File: config.mk
export PLATFORM = sky130hd
export DESIGN_NAME = tct_top
export DESIGN_NICKNAME = d
export VERILOG_FILES = /design/src/common/tct_pkg.sv /design/src/rtl/tct_tap_flag.sv /design/src/rtl/tct_top.sv
export VERILOG_INCLUDE_DIRS = /design/src /design/src/common
export SDC_FILE = /design/constraint.sdc
export NUM_CORES = 1
export LEC_CHECK = 0
export BUFFER_PORTS_ARGS = -buffer_cell sky130_fd_sc_hd__buf_2
export CAP_MARGIN = 20
export CELL_PAD_IN_SITES_DETAIL_PLACEMENT = 1
export CELL_PAD_IN_SITES_GLOBAL_PLACEMENT = 1
export CORE_AREA = 5 5 78 80
export CTS_BUF_LIST = sky130_fd_sc_hd__clkbuf_4 sky130_fd_sc_hd__clkbuf_8
export CTS_CLUSTER_SIZE = 12
export DETAILED_ROUTE_END_ITERATION = 6
export DIE_AREA = 0 0 83 85
export PLACE_DENSITY_LB_ADDON = 0.2
export RECOVER_POWER = 50
export SYNTH_ARGS = -nofsm -noshare
export SYNTH_HDL_FRONTEND = slang
export SYNTH_HIERARCHICAL = 1
export SYNTH_SLANG_ARGS = --single-unit
File: constraint.sdc
create_clock -name clock_i -period 5.5 [get_ports clock_i]
set_input_delay 0.55 -clock clock_i [delete_from_list [all_inputs] [get_ports clock_i]]
set_output_delay 0.55 -clock clock_i [all_outputs]
set_load 0.01 [all_outputs]
File: src/common/tct_cfg.svh
// Constants of the tick clock timer: register offsets, field positions,
// reset values and timing counts.
// Assumes inclusion by bare name from the top design file and the bench.
`ifndef TCT_CFG_SVH
`define TCT_CFG_SVH

// ----------------------------------------------------------------------
// Register offsets in the processor I/O memory.
// ----------------------------------------------------------------------
`define TCT_ADDR_CTRL 16'hff74
`define TCT_ADDR_LOW 16'hff75
`define TCT_ADDR_HIGH 16'hff76
`define TCT_ADDR_EN 16'hffe5
`define TCT_ADDR_FLAG 16'hfff5

// ----------------------------------------------------------------------
// Field positions and reset values.
// ----------------------------------------------------------------------
`define TCT_CTRL_RUN_BIT 0
`define TCT_CTRL_CLR_BIT 1
`define TCT_RST_NIB 4'h0
`define TCT_RST_COUNT 8'h00

// ----------------------------------------------------------------------
// Timing: clock period, least hold time, oscillator prescale ratio.
// ----------------------------------------------------------------------
`define TCT_CLK_PERIOD_NS 100
`define TCT_HOLD_MIN_NS 480000
`define TCT_HOLD_CYCLES \
  ((`TCT_HOLD_MIN_NS + `TCT_CLK_PERIOD_NS - 1) / `TCT_CLK_PERIOD_NS)
`define TCT_PRESC_DIV 128

`endif

File: src/common/tct_pkg.sv
// Types shared by the tick clock timer design files.
// Assumes tct_cfg.svh is on the include path.
`default_nettype none

package tct_pkg;
  typedef logic [15:0] tct_addr_t;
  typedef logic [3:0] tct_nib_t;
  // Carry path into the high word: free or held after a low read.
  typedef enum logic {TCT_FREE, TCT_HELD} tct_hold_t;
endpackage : tct_pkg

`default_nettype wire

File: src/rtl/tct_tap_flag.sv
// One sticky tap interrupt flag of the tick clock timer.
// Assumes fall_i marks the counting step on which the tap falls.
`default_nettype none

module tct_tap_flag (
  input wire logic clock_i,
  input wire logic nrst_i,
  input wire logic ce_i,
  input wire logic fall_i,
  input wire logic clear_i,
  output logic flag_o
);
  import tct_pkg::*;

  // ---------------------------------------------------------------------
  // Flag register.
  // ---------------------------------------------------------------------
  // A falling tap sets the flag whatever the mask; it beats a clear.
  always_ff @(posedge clock_i) begin
    if (!nrst_i) begin
      flag_o <= 1'b0;
    end else if (ce_i) begin
      if (fall_i) begin
        flag_o <= 1'b1;
      end else if (clear_i) begin
        flag_o <= 1'b0;
      end
    end
  end
endmodule : tct_tap_flag

`default_nettype wire

File: src/rtl/tct_top.sv
// Tick clock timer: 8-bit count of a prescaled low-speed oscillator, read
// as two 4-bit words, with high-word hold and four tap interrupts.
// Assumes all inputs synchronous to clock_i and one-cycle access strobes.
//
// Notes on behaviour
// Count is an 8-bit binary up-counter stepped by the prescaled oscillator.
// Low word, bits toggling 128 to 16 Hz, reads at the low address.
// High word, bits toggling 8 to 1 Hz, reads at the high address.
// Reading low suspends carries to high until high is read or timeout.
// Software reads the low word first; high first gives no hold.
// Falling edges of 32, 8, 2 and 1 Hz taps set own flags.
// Flags set on their edge even while the matching enable is zero.
// One read/write enable bit per tap, 1 enables, all reset to 0.
// Writing 1 to clear bit zeroes the count; it always reads 0.
// Unused control bits read as zero and ignore writes.
// Run bit starts or stops counting, reads back, resets to 0.
// Stopped count is kept and counting resumes from it.
// Clear while running restarts from zero; while stopped zero is held.
// Writing 1 to a flag clears it, 0 does nothing, reset to 0.
// Interrupt request is high while any enabled flag is set.
// Reset clears count, run bit and enable bits.
`default_nettype none
`include "tct_cfg.svh"

module tct_top #(
  parameter int HOLD_CYCLES = `TCT_HOLD_CYCLES,
  parameter int PRESC_DIV = `TCT_PRESC_DIV
) (
  input wire logic clock_i,
  input wire logic nrst_i,
  input wire logic ce_i,
  input wire logic low_speed_oscillator_i,
  input wire tct_pkg::tct_addr_t mem_addr_i,
  input wire logic mem_wr_i,
  input wire logic mem_rd_i,
  input wire tct_pkg::tct_nib_t mem_wdata_i,
  output tct_pkg::tct_nib_t mem_rdata_o,
  output logic irq_o
);
  import tct_pkg::*;

  localparam int HW = $clog2(HOLD_CYCLES + 1);
  localparam int PW = $clog2(PRESC_DIV);
  localparam logic [HW-1:0] HOLD_LAST = HW'(HOLD_CYCLES - 1);
  localparam logic [PW-1:0] PRESC_LAST = PW'(PRESC_DIV - 1);

  // ---------------------------------------------------------------------
  // State.
  // ---------------------------------------------------------------------
  logic osc_prev;
  logic [PW-1:0] presc;
  tct_nib_t count_low;
  tct_nib_t count_high;
  logic count_run_control;
  tct_hold_t hold_state;
  logic [HW-1:0] hold_cnt;
  logic carry_pend;
  tct_nib_t irq_enable;
  tct_nib_t irq_flag;

  // ---------------------------------------------------------------------
  // Access decode.
  // ---------------------------------------------------------------------
  // Address matches qualified by the strobes and the clock enable.
  wire logic sel_ctrl = mem_addr_i == `TCT_ADDR_CTRL;
  wire logic sel_low = mem_addr_i == `TCT_ADDR_LOW;
  wire logic sel_high = mem_addr_i == `TCT_ADDR_HIGH;
  wire logic sel_en = mem_addr_i == `TCT_ADDR_EN;
  wire logic sel_flag = mem_addr_i == `TCT_ADDR_FLAG;
  wire logic wr_ctrl = ce_i && mem_wr_i && sel_ctrl;
  wire logic wr_en = ce_i && mem_wr_i && sel_en;
  wire logic wr_flag = ce_i && mem_wr_i && sel_flag;
  wire logic rd_low = ce_i && mem_rd_i && sel_low;
  wire logic rd_high = ce_i && mem_rd_i && sel_high;
  wire logic count_clear_strobe =
    wr_ctrl && mem_wdata_i[`TCT_CTRL_CLR_BIT];

  // ---------------------------------------------------------------------
  // Counting step and carry.
  // ---------------------------------------------------------------------
  // The count steps once per PRESC_DIV oscillator rising edges, so the
  // low bit toggles at the 128 Hz rate from a 32 kHz oscillator.
  wire logic osc_rise = low_speed_oscillator_i && !osc_prev;
  wire logic tick = ce_i && count_run_control && osc_rise &&
    presc == PRESC_LAST && !count_clear_strobe;
  wire logic low_wrap = tick && count_low == 4'hf;
  wire logic held = hold_state == TCT_HELD;
  wire logic hold_end = ce_i && held &&
    (rd_high || hold_cnt == HOLD_LAST);
  // A carry taken while held is applied once the hold ends. A clear wins
  // over a pending carry, so it neither moves the count nor sets a flag.
  wire logic inc_high = !count_clear_strobe && ((low_wrap && !held) ||
    (hold_end && (carry_pend || low_wrap)));
  wire tct_nib_t low_plus = count_low + 4'h1;
  wire tct_nib_t high_plus = count_high + 4'h1;

  // Tap falls: 32 Hz is bit 2, 8 Hz bit 4, 2 Hz bit 6, 1 Hz bit 7.
  wire tct_nib_t tap_fall = {
    inc_high && (&count_high[3:0]),
    inc_high && (&count_high[2:0]),
    inc_high && count_high[0],
    tick && (&count_low[2:0])
  };

  wire logic next_irq = |(irq_flag & irq_enable);

  // Read mux; unused bits and unmapped addresses read as zero.
  wire tct_nib_t ctrl_rd = {3'b000, count_run_control};
  wire tct_nib_t next_rdata =
    sel_ctrl ? ctrl_rd :
    sel_low ? count_low :
    sel_high ? count_high :
    sel_en ? irq_enable :
    sel_flag ? irq_flag : `TCT_RST_NIB;

  // ---------------------------------------------------------------------
  // Prescaler.
  // ---------------------------------------------------------------------
  // The prescaler restarts on a clear so counting restarts at once.
  always_ff @(posedge clock_i) begin
    if (!nrst_i) begin
      osc_prev <= 1'b0;
      presc <= '0;
    end else if (ce_i) begin
      osc_prev <= low_speed_oscillator_i;
      if (count_clear_strobe) begin
        presc <= '0;
      end else if (count_run_control && osc_rise) begin
        presc <= (presc == PRESC_LAST) ? '0 : PW'(presc + 1'b1);
      end
    end
  end

  // ---------------------------------------------------------------------
  // Counter and run control.
  // ---------------------------------------------------------------------
  // A stopped count keeps its value; a clear wins over a step.
  always_ff @(posedge clock_i) begin
    if (!nrst_i) begin
      count_low <= `TCT_RST_NIB;
      count_high <= `TCT_RST_NIB;
      count_run_control <= 1'b0;
    end else if (ce_i) begin
      if (wr_ctrl) begin
        count_run_control <= mem_wdata_i[`TCT_CTRL_RUN_BIT];
      end
      if (count_clear_strobe) begin
        count_low <= `TCT_RST_NIB;
        count_high <= `TCT_RST_NIB;
      end else begin
        if (tick) begin
          count_low <= low_plus;
        end
        if (inc_high) begin
          count_high <= high_plus;
        end
      end
    end
  end

  // ---------------------------------------------------------------------
  // High-word hold.
  // ---------------------------------------------------------------------
  // A low read arms the hold; a high read or the timeout releases it.
  // Reading high first arms nothing, so the pair may be torn.
  always_ff @(posedge clock_i) begin
    if (!nrst_i) begin
      hold_state <= TCT_FREE;
      hold_cnt <= '0;
      carry_pend <= 1'b0;
    end else if (ce_i) begin
      case (hold_state)
        TCT_FREE: begin
          hold_cnt <= '0;
          carry_pend <= 1'b0;
          if (rd_low && !count_clear_strobe) begin
            hold_state <= TCT_HELD;
          end
        end
        TCT_HELD: begin
          hold_cnt <= HW'(hold_cnt + 1'b1);
          if (count_clear_strobe || hold_end) begin
            hold_state <= TCT_FREE;
            carry_pend <= 1'b0;
          end else if (low_wrap) begin
            carry_pend <= 1'b1;
          end
        end
        default: begin
          hold_state <= TCT_FREE;
        end
      endcase
    end
  end

  // ---------------------------------------------------------------------
  // Interrupt enables, read data and request output.
  // ---------------------------------------------------------------------
  // Read data is registered and stays until the next read.
  always_ff @(posedge clock_i) begin
    if (!nrst_i) begin
      irq_enable <= `TCT_RST_NIB;
      mem_rdata_o <= `TCT_RST_NIB;
      irq_o <= 1'b0;
    end else if (ce_i) begin
      if (wr_en) begin
        irq_enable <= mem_wdata_i;
      end
      if (mem_rd_i) begin
        mem_rdata_o <= next_rdata;
      end
      irq_o <= next_irq;
    end
  end

  // ---------------------------------------------------------------------
  // Tap flags.
  // ---------------------------------------------------------------------
  // One sticky flag per tap; a written 1 clears it.
  for (genvar i = 0; i < 4; i++) begin : g_tap
    tct_tap_flag u_flag (
      .clock_i(clock_i),
      .nrst_i(nrst_i),
      .ce_i(ce_i),
      .fall_i(tap_fall[i]),
      .clear_i(wr_flag && mem_wdata_i[i]),
      .flag_o(irq_flag[i])
    );
  end
endmodule : tct_top

`default_nettype wire

Word level (Yosys, flattened, before mapping) --
Index checks and enable logic that the tools add are counted.
Word-level totals: flip-flop bits (word level) 45, input port bits 26, output and inout port bits 5, word-level logic and storage cells 115
Cells by class: add/sub/neg operators 4, eq/ne operators 9, mux-type cells 27, bitwise logic cells 2, reductions and logical operators 58
Operator list (count):
- equality test 16 bit (second input constant) | 5
- two-way mux 4 bit | 9
- logical AND 1 bit | 29
- one-hot mux 13 bit (2 select lines) | 1
- AND reduction 2 bit | 11
- two-way mux 7 bit | 3
- nonzero test 2 bit | 7
- adder 13 x 1 -> 13 bit (second input constant) | 1
- equality test 13 bit (second input constant) | 1
- two-way mux 1 bit | 12
- adder 4 x 1 -> 4 bit (second input constant) | 2
- adder 7 x 1 -> 7 bit (second input constant) | 1
- equality test 7 bit (second input constant) | 1
- AND reduction 3 bit | 2
- bitwise AND 4 bit | 1
- equality test 4 bit (second input constant) | 1
- logical OR 1 bit | 4
- one-hot mux 1 bit (2 select lines) | 2
- AND reduction 4 bit | 1
- OR reduction 4 bit | 1
- zero test 1 bit | 3
- != test 3 x 1 -> 1 bit (second input constant) | 1
- NOT 1 bit | 1

Longest topological paths before layout --
Gate-level depths: netlist (run 1).
depth after elaboration 13, gate-level depth with buffers 9

Modules after synthesis --
The synthesis (run 1) kept the hierarchy.
Modules (own cells, without submodules):
- tct_top | instances 1, cells each 277, area an instance 2373.5 um^2
- tct_tap_flag | instances 4, cells each 4, area an instance 38.8 um^2

Least setup slack after synthesis (run 1) --
OpenSTA, ideal clock, no wires.
path type input-to-reg, start input port mem_addr_i[4], end register count_high[3], arrival time 2.154 ns, data required time 5.379 ns, path slack 3.225 ns, stages 7, cells stage by stage buf_2 > nand4b_2 > or4b_2 > a2bb2oi_2 > o21a_4 > nand4_2 > mux2_4
On the way: word-level cells in the longest chain between the ends 12, elaborated cells on any way between the ends 18
RTL lines:
- start: declaration | line tct_top.sv:33 | input wire tct_pkg::tct_addr_t mem_addr_i,
- equality test 16 bit (no source line)
- logical AND 1 bit | line tct_top.sv:70 | wire logic wr_ctrl = ce_i && mem_wr_i && sel_ctrl;
- logical AND 1 bit | line tct_top.sv:76 | wr_ctrl && mem_wdata_i[`TCT_CTRL_CLR_BIT];
- zero test 1 bit | line tct_top.sv:85, tct_top.sv:92
- logical AND 1 bit | line tct_top.sv:85 | presc == PRESC_LAST && !count_clear_strobe;
- logical AND 1 bit | line tct_top.sv:86 | wire logic low_wrap = tick && count_low == 4'hf;
- logical OR 1 bit | line tct_top.sv:93 | (hold_end && (carry_pend || low_wrap)));
- logical AND 1 bit | line tct_top.sv:93
- logical OR 1 bit | line tct_top.sv:92 | wire logic inc_high = !count_clear_strobe && ((low_wrap && !held) ||
- logical AND 1 bit | line tct_top.sv:92
- nonzero test 2 bit (no source line)
- AND reduction 2 bit (no source line)
- end signal: assignment | line tct_top.sv:141 | count_high <= `TCT_RST_NIB;
- end signal: assignment | line tct_top.sv:149 | count_high <= `TCT_RST_NIB;
- end signal: assignment | line tct_top.sv:155 | count_high <= high_plus;
- end: declaration | line tct_top.sv:53 | tct_nib_t count_high;
Several ways; a longest one is shown, not always the timed one. A chain may end at the register's enable or synchronous reset.

Worst setup path in the final report (run 1) --
start input port ce_i, end register g_tap[3].u_flag.flag_o
On the way: word-level cells in the longest chain between the ends 13, elaborated cells on any way between the ends 25
RTL lines:
- start: declaration | line tct_top.sv:31 | input wire logic ce_i,
- logical AND 1 bit (2 in series) | line tct_top.sv:70
- logical AND 1 bit | line tct_top.sv:76
- zero test 1 bit | line tct_top.sv:85, tct_top.sv:92
- logical AND 1 bit | line tct_top.sv:85
- logical AND 1 bit | line tct_top.sv:86
- logical OR 1 bit | line tct_top.sv:93
- logical AND 1 bit | line tct_top.sv:93
- logical OR 1 bit | line tct_top.sv:92
- logical AND 1 bit * | line tct_top.sv:92
- logical AND 1 bit * | line tct_top.sv:99 | inc_high && (&count_high[3:0]),
- via tap_fall[3] | line tct_top.sv:98 | wire tct_nib_t tap_fall = {
- nonzero test 2 bit (no source line)
- AND reduction 2 bit (no source line)
- end signal: assignment | line tct_tap_flag.sv:21 | flag_o <= 1'b0;
- end signal: assignment | line tct_tap_flag.sv:24 | flag_o <= 1'b1;
- end signal: assignment | line tct_tap_flag.sv:26 | flag_o <= 1'b0;
- end: declaration | line tct_tap_flag.sv:11 | output logic flag_o
The timed path passes the listed nets; every way through them passes the cells marked *.

==> metrics, run 1 <==
status complete, but fails checks; failing checks max-capacitance violations, max-slew violations; final instance area 0.00280 mm2; PostCTS Resize Cnt 0; metal2 WL 3260 um; Final Hold Vio Count 0; ys async rst share 0%; worst slew pin tran around 1.6 ns; Arr. time, crit path 3.53 ns; Wirelength per Cell 16.1 um; H-Tree Depth 2; Area Overhead vs Synth 10.7%; Filler Cell Count 705; DRC viols 0; post-route insts no fill 393; Max Fclk 303 MHz; clock-pin slew on the worst setup and hold paths around 0.080 ns; Final Wtd Congestion 0.857; largest net degree at the start of global routing 43; first-pass GRT wire length between 10,000 and 15,000 um; RSZ-0062 raised after global routing false; Pleak 1.02 nW; area of the core about 0.0053 mm2; FF/Latch Area 901 um2; worst-path cell chain clkbuf_1 -> nand2_1 -> nor3_1 -> nor2_1 -> a211oi_1 -> and4_1 -> and3_1 -> a31o_1; TritonCTS Buffers 5; Worst Setup Start Kind input pin; drt first-iter violations 117; Max clock buf depth 2; crit path kind input pin to flop; max-slew violations 43; Yosys reg bits 45; crit share post-route 60.0%; vias ~2,300; r2r setup slk 3.09 ns; Area contributors post-synth dfxtp_1 (36%), mux2i_1 (4.4%), nand2_1 (4.2%), nor2b_1 (3.5%), nor2_1 (3.1%); Placed Cells just under 400; proportion of layout cells with a drive suffix above 1 ~16%; commonest cells in the synthesized netlist dfxtp_1 (45), nand2_1 (28), nor2_1 (21); Mapped Cells a little under 300; worst-case vdd ir drop ~0.00013 V; die height 85 um; Net count, final 353; final setup violation count 0; first drt pass iteration count 4; WP buf/inv 1; synthesis warning total 6; Most used DFF post-synth dfxtp_1; area of the multi-input gates 0.00155 mm2; Fin Setup TNS 0 ns; die width between 80 and 90 um; power density over the cells 204 mW/mm2; post-synth top area share 35.6%; total clock sinks 45; crit path max fanout 42; IO Port Bufs 30; DP HPWL 4850 um; Post-synth EDFFs 0; register area share after synthesis 35.6%; Critical-path top delay cell clkbuf_1; met3 WL post-DR 144 um; Fin Clk Skew 0.00673 ns; initial antenna violation count 0; CTS tree built; Final Util 52.4%; worst skew pair latency 0.29 ns; max cap viols 1; total routed wirelength 6350 um; max layer used met4; Root Buffer clkbuf_8; syn_area_per_cell 8.63 um2; # hold bufs at CTS 0; worst hold path type flop to flop; net count after synthesis 325; Metal-1 WL 2860 um; Synth cell types 52; Rows 27; # diodes 0; Pwr Total 572 uW; Worst Setup End Kind flop; die area 0.00706 mm2; GRT overflow 0; Initial Util 47.4%; Total GRT Usage 18.6%; crit path time final 3.30 ns; Synth area leader dfxtp_1; Rel. slew slack -7.89%; number of global-route vias before repair 2,348; slowest cell delay on critical path 1.14 ns; remaining antenna violation count 0; # IOs 31; most common cell in the netlist dfxtp_1; Crit path required time 5.74 ns; via-per-instance ratio 5.75; Setup Buffers After CTS 0; Largest delay share family, worst path simple AND/OR/NAND/NOR gates; synthesized cell area 0.00253 mm2; Placed Area 0.00272 mm2
[registers in the layout (all words and copies together), names as in the netlist]
register,count
count_low,4
carry_pend,1
irq_enable,4
presc,7
g_tap.u_flag/flag_o,4
osc_prev,1
held,1
hold_cnt,13
count_run_control,1
count_high,4
irq_o,1
mem_rdata_o,4
[per-stage QoR]
stage / hold slack [ns] / worst slack (ns)
after CTS: 0.477 / 3.01
after detailed placement: 0.466 / 2.72
after floorplan: 0.445 / 3.22
final: 0.475 / 2.20
after global placement: 0.458 / 2.80
after global routing: 0.507 / 1.92
[worst reg2reg max path, stage by stage (launching register included)]
cell	delay, ns
dfxtp_1	0.38
ha_1	0.21
and3_1	0.23
nand4_1	0.16
o21ai_0	0.46
nor2_1	0.09
a211oi_1	0.31
and4_1	0.25
and3_1	0.16
a31o_1	0.09
[per-layer routing]
metal	GRT usage [%]	vias up
met5	0	-
met4	5.65	0
met3	3.11	7
met2	34.4	20
met1	22.0	1100
li1	-	1131
[worst paths after layout]
path	start	end	cells after the start
min reg2reg	mem_rdata_o[0]	mem_rdata_o[0]	2
max	ce_i	g_tap[3].u_flag/flag_o	8
min	mem_rdata_o[0]	mem_rdata_o[0]	2
max reg2reg	hold_cnt[0]	g_tap[3].u_flag/flag_o	9
[where the power goes]
part	total [mW]	switching [mW]	internal, mW
combinational	0.0342	0.0213	0.0129
clock	0.211	0.106	0.105
sequential	0.327	0.000530	0.326
total	0.572	0.128	0.444
[layout make-up]
class	instances	area share (%)
multi-input cells	232	55.3
flip-flops and latches	45	32.2
repair buffers	30	5.10
clock buffers	7	3.22
well taps	72	3.22
inverters	7	0.939
[layout by cell type (no fill, tap or decap), types with 4 or more instances in the layout]
cell type / n
dfxtp_1: 45
nand2_1: 29
buf_2: 24
nor2_1: 21
nor2b_1: 14
nand3_1: 13
and3_1: 12
o21ai_0: 11
mux2i_1: 11
nor3_1: 10
a21oi_1: 10
nand4_1: 8
inv_1: 7
and2_1: 7
a21boi_0: 7
mux2_2: 6
ha_1: 6
clkbuf_8: 6
clkbuf_1: 6
nand2b_1: 5
nor4_1: 4
xnor2_1: 4
o21a_1: 4
a31o_1: 4
[kinds of logic (layout without fill, tap and decap cells)]
logic type,count (synthesis),after routing,synth area share [%]
AOI/OAI and AO/OA,55,55,15.3
xor gates and xnor gates,7,7,2.42
adders and majority gates,6,6,2.97
and+or+nand+nor,146,146,33.2
DFF,45,45,35.6
muxes,18,18,7.62
buffers and inverters,16,44,2.82
(Power assumes the default switching activity.)
==> run 2: changes to the inputs <==
- ABC_AREA: default -> 1
- CORE_AREA: 5 5 78 80 -> 5 5 89 91
- DIE_AREA: 0 0 83 85 -> 0 0 94 96
- clock period: 5.5 -> 2.85 ns (I/O delays scaled with it)
==> run 2 against run 1 <==
  * The run now ends clean
  * Wire length rose by 10%
  * Clock skew is 0.0010 ns lower
  * Die area rose by 28%
  * First-iteration DRC count shrank 16%
  * Via count increased by 14%
  * Power rose by 98%
  * Utilization decreased by 9.8 points
  * Synthesized cell count up 31%
  * Critical path type unchanged
==> metrics, run 2 <==
R2R depth 11 (+2); register area share after synthesis 33.5% (-2.1 points); Placed Cells 509 (+32%); crit path max fanout 21 (-50%); final instance area 0.00301 mm2 (+7.6%); power density over the cells 375 mW/mm2 (+84%); Pwr Total 1.13 mW (+98%); largest family of logic cells by synthesized area simple AND/OR/NAND/NOR gates; syn_area_per_cell 6.98 um2 (-19%); largest reg by FF count hold_cnt; Fin Setup TNS 0 ns (unchanged); commonest non-fill, non-tap cell in the layout nand2_1; # diodes 0 (unchanged); Mapped Cells 385 (+31%); total clock sinks 45 (unchanged); RSZ-0062 raised after global routing false; Synth area leader dfxtp_1; die height 96 um (+13%); Initial Util 38.1% (-9.3 points); Worst Setup Start Kind input pin; Hold Path Origin mem_wdata_i[0]; DP HPWL 5550 um (+14%); Worst Setup End Kind flop; Final Hold Vio Count 0 (unchanged); max reg flops 13 (unchanged); Placed Area 0.00294 mm2 (+7.9%); clock-pin slew on the worst setup and hold paths 0.08 ns (about the same); Pleak 1.13 nW (+11%); max cap viols 0 (-1); PostCTS Resize Cnt 0 (unchanged); Max clock buf depth 2 (unchanged); # hold bufs at CTS 0 (unchanged); Worst Hold Path EP count_run_control; Synth Area in Simple Gates 38.0% (+4.8 points); crit path time final 2.18 ns; TritonCTS Buffers 5 (unchanged); synthesis warning total 6 (unchanged); DRC viols 0 (unchanged); crit share post-route about 76%; die area 0.00902 mm2 (+28%); ys async rst share 0% (unchanged); Critical R2R Launch hold_cnt[0]; Wirelength per Cell 13.5 um (-16%); r2r setup slk 0.88 ns (-2.21 ns); most common cell in the netlist nand2_1; Final Util 42.7% (-9.8 points); Crit path required time 3.09 ns (-2.65 ns); Total GRT Usage 16.5% (-2.1 points); number of global-route vias before repair 2,646 (+13%); Compound-Gate Fraction of Synth Area 16.3% (+0.96 points); H-Tree Depth 2 (unchanged); remaining antenna violation count 0 (unchanged); Post-synth EDFFs 0 (unchanged); worst-case vdd ir drop 0.000159 V (+22%); largest net degree at the start of global routing 22 (-49%); Fin Clk Skew 0.00572 ns (-0.00101 ns); Most used DFF post-synth dfxtp_1; adder-cell share of the synthesized area 2.79% (-0.17 points); Arr. time, crit path 2.42 ns (-1.11 ns); largest registers hold_cnt: 13 flops, presc: 7 flops; post-synth top area share 33.5% (-2.1 points); first-pass GRT wire length 11,900 um (+9.5%); # IOs 31 (unchanged); commonest cells in the synthesized netlist nand2_1 (87), inv_1 (46), dfxtp_1 (45); CTS tree built; crit path kind input pin to flop; Yosys reg bits 45 (unchanged); vias 2,564 (+14%); initial antenna violation count 0 (unchanged); Net count, final 449 (+27%); net count after synthesis 417 (+28%); Synth cell types 38 (-27%); Max Fclk about 460 MHz; Rel. slew slack 38.1% (+46 points); R2R Path End g_tap[1].u_flag/flag_o; final setup violation count 0 (unchanged); commonest cells after routing, fill and taps aside nand2_1 (88), inv_1 (46), dfxtp_1 (45); status complete, no violations; max-slew violations 0 (-100%); GRT overflow 0 (unchanged); worst skew pair latency 0.30 ns (about the same); via-per-instance ratio 4.97 (-14%); mux cell area share after synthesis 0% (-7.6 points); Rows 31 (+15%); worst slew pin tran 0.929 ns (-0.690 ns); area of the core 0.00706 mm2 (+32%); XOR/XNOR share of the synthesized area 0.326% (-2.1 points); worst hold path type input pin to flop; Area contributors post-synth dfxtp_1 (34%), nand2_1 (12%), inv_1 (6.4%), nor2_1 (5.4%), a21oi_1 (5.0%); Root Buffer clkbuf_8; Area Overhead vs Synth 12.2%; proportion of layout cells with a drive suffix above 1 19.9% (+4.3 points); post-route insts no fill 516 (+31%); IO Port Bufs 30 (unchanged); first drt pass iteration count 4 (unchanged); Setup Buffers After CTS 0 (unchanged); drt first-iter violations 98 (-16%); Final Wtd Congestion 0.803 (-6.3%); synthesized cell area 0.00269 mm2 (+6.2%); total routed wirelength 6990 um (+10%); die width 94 um (+13%); Min-Delay Path Depth 3 (+1)
run 2: metrics by stage:
step / hold WS, ns / setup WS [ns]
detailed placement: 0.458 / 0.860
finish: 0.265 / 0.671
global placement: 0.454 / 0.930
global route: 0.266 / 0.433
CTS: 0.257 / 0.877
floorplan: 0.407 / 1.17
run 2: logic make-up after synthesis:
logic type,after synthesis
and+or+nand+nor,201
xor gates and xnor gates,1
AOI/OAI and AO/OA,71
DFF,45
adders and majority gates,6
buffers and inverters,61
run 2: where the power goes:
part	internal, mW	switching, mW	total, mW
Clock	0.202	0.217	0.419
Combinational	0.0255	0.0554	0.0808
Sequential	0.630	0.000752	0.630
Total	0.858	0.273	1.13
run 2: area by class of cell:
type | instances | area, um2
Sequential cell | 45 | 901
Tap cell | 99 | 124
Clock buffer | 7 | 90.1
Timing Repair Buffer | 32 | 158
Fill cell | 948 | 4050
Multi-Input combinational cell | 279 | 1540
Inverter | 54 | 205
run 2: how the worst max path moves through the flow:
stage,start,end,cells past startpoint
after detailed placement,ce_i,g_tap[1].u_flag/flag_o,11
final,ce_i,g_tap[1].u_flag/flag_o,11
after global placement,ce_i,g_tap[2].u_flag/flag_o,11
after CTS,hold_cnt[0],g_tap[1].u_flag/flag_o,11
after global routing,ce_i,g_tap[1].u_flag/flag_o,11
after floorplan,hold_cnt[0],g_tap[3].u_flag/flag_o,11
run 2: worst max-delay path: stages:
cell      delay [ns]
clkbuf_1        0.67
nand2_1         0.39
inv_1           0.15
nand3_2         0.12
a21oi_4         0.17
nand2_4         0.09
nand2_4         0.10
nand2_2         0.08
nor2_1          0.11
nand2_1         0.08
a21oi_2         0.17
run 2: routing by layer:
layer / up-vias / part of all wire (%) / GRT usage, %
met5: - / 0 / 0
met4: 0 / 1.0 / 4.45
met3: 8 / 2.9 / 2.50
met2: 23 / 49 / 30.6
met1: 1204 / 47 / 19.8
li1: 1329 / - / -
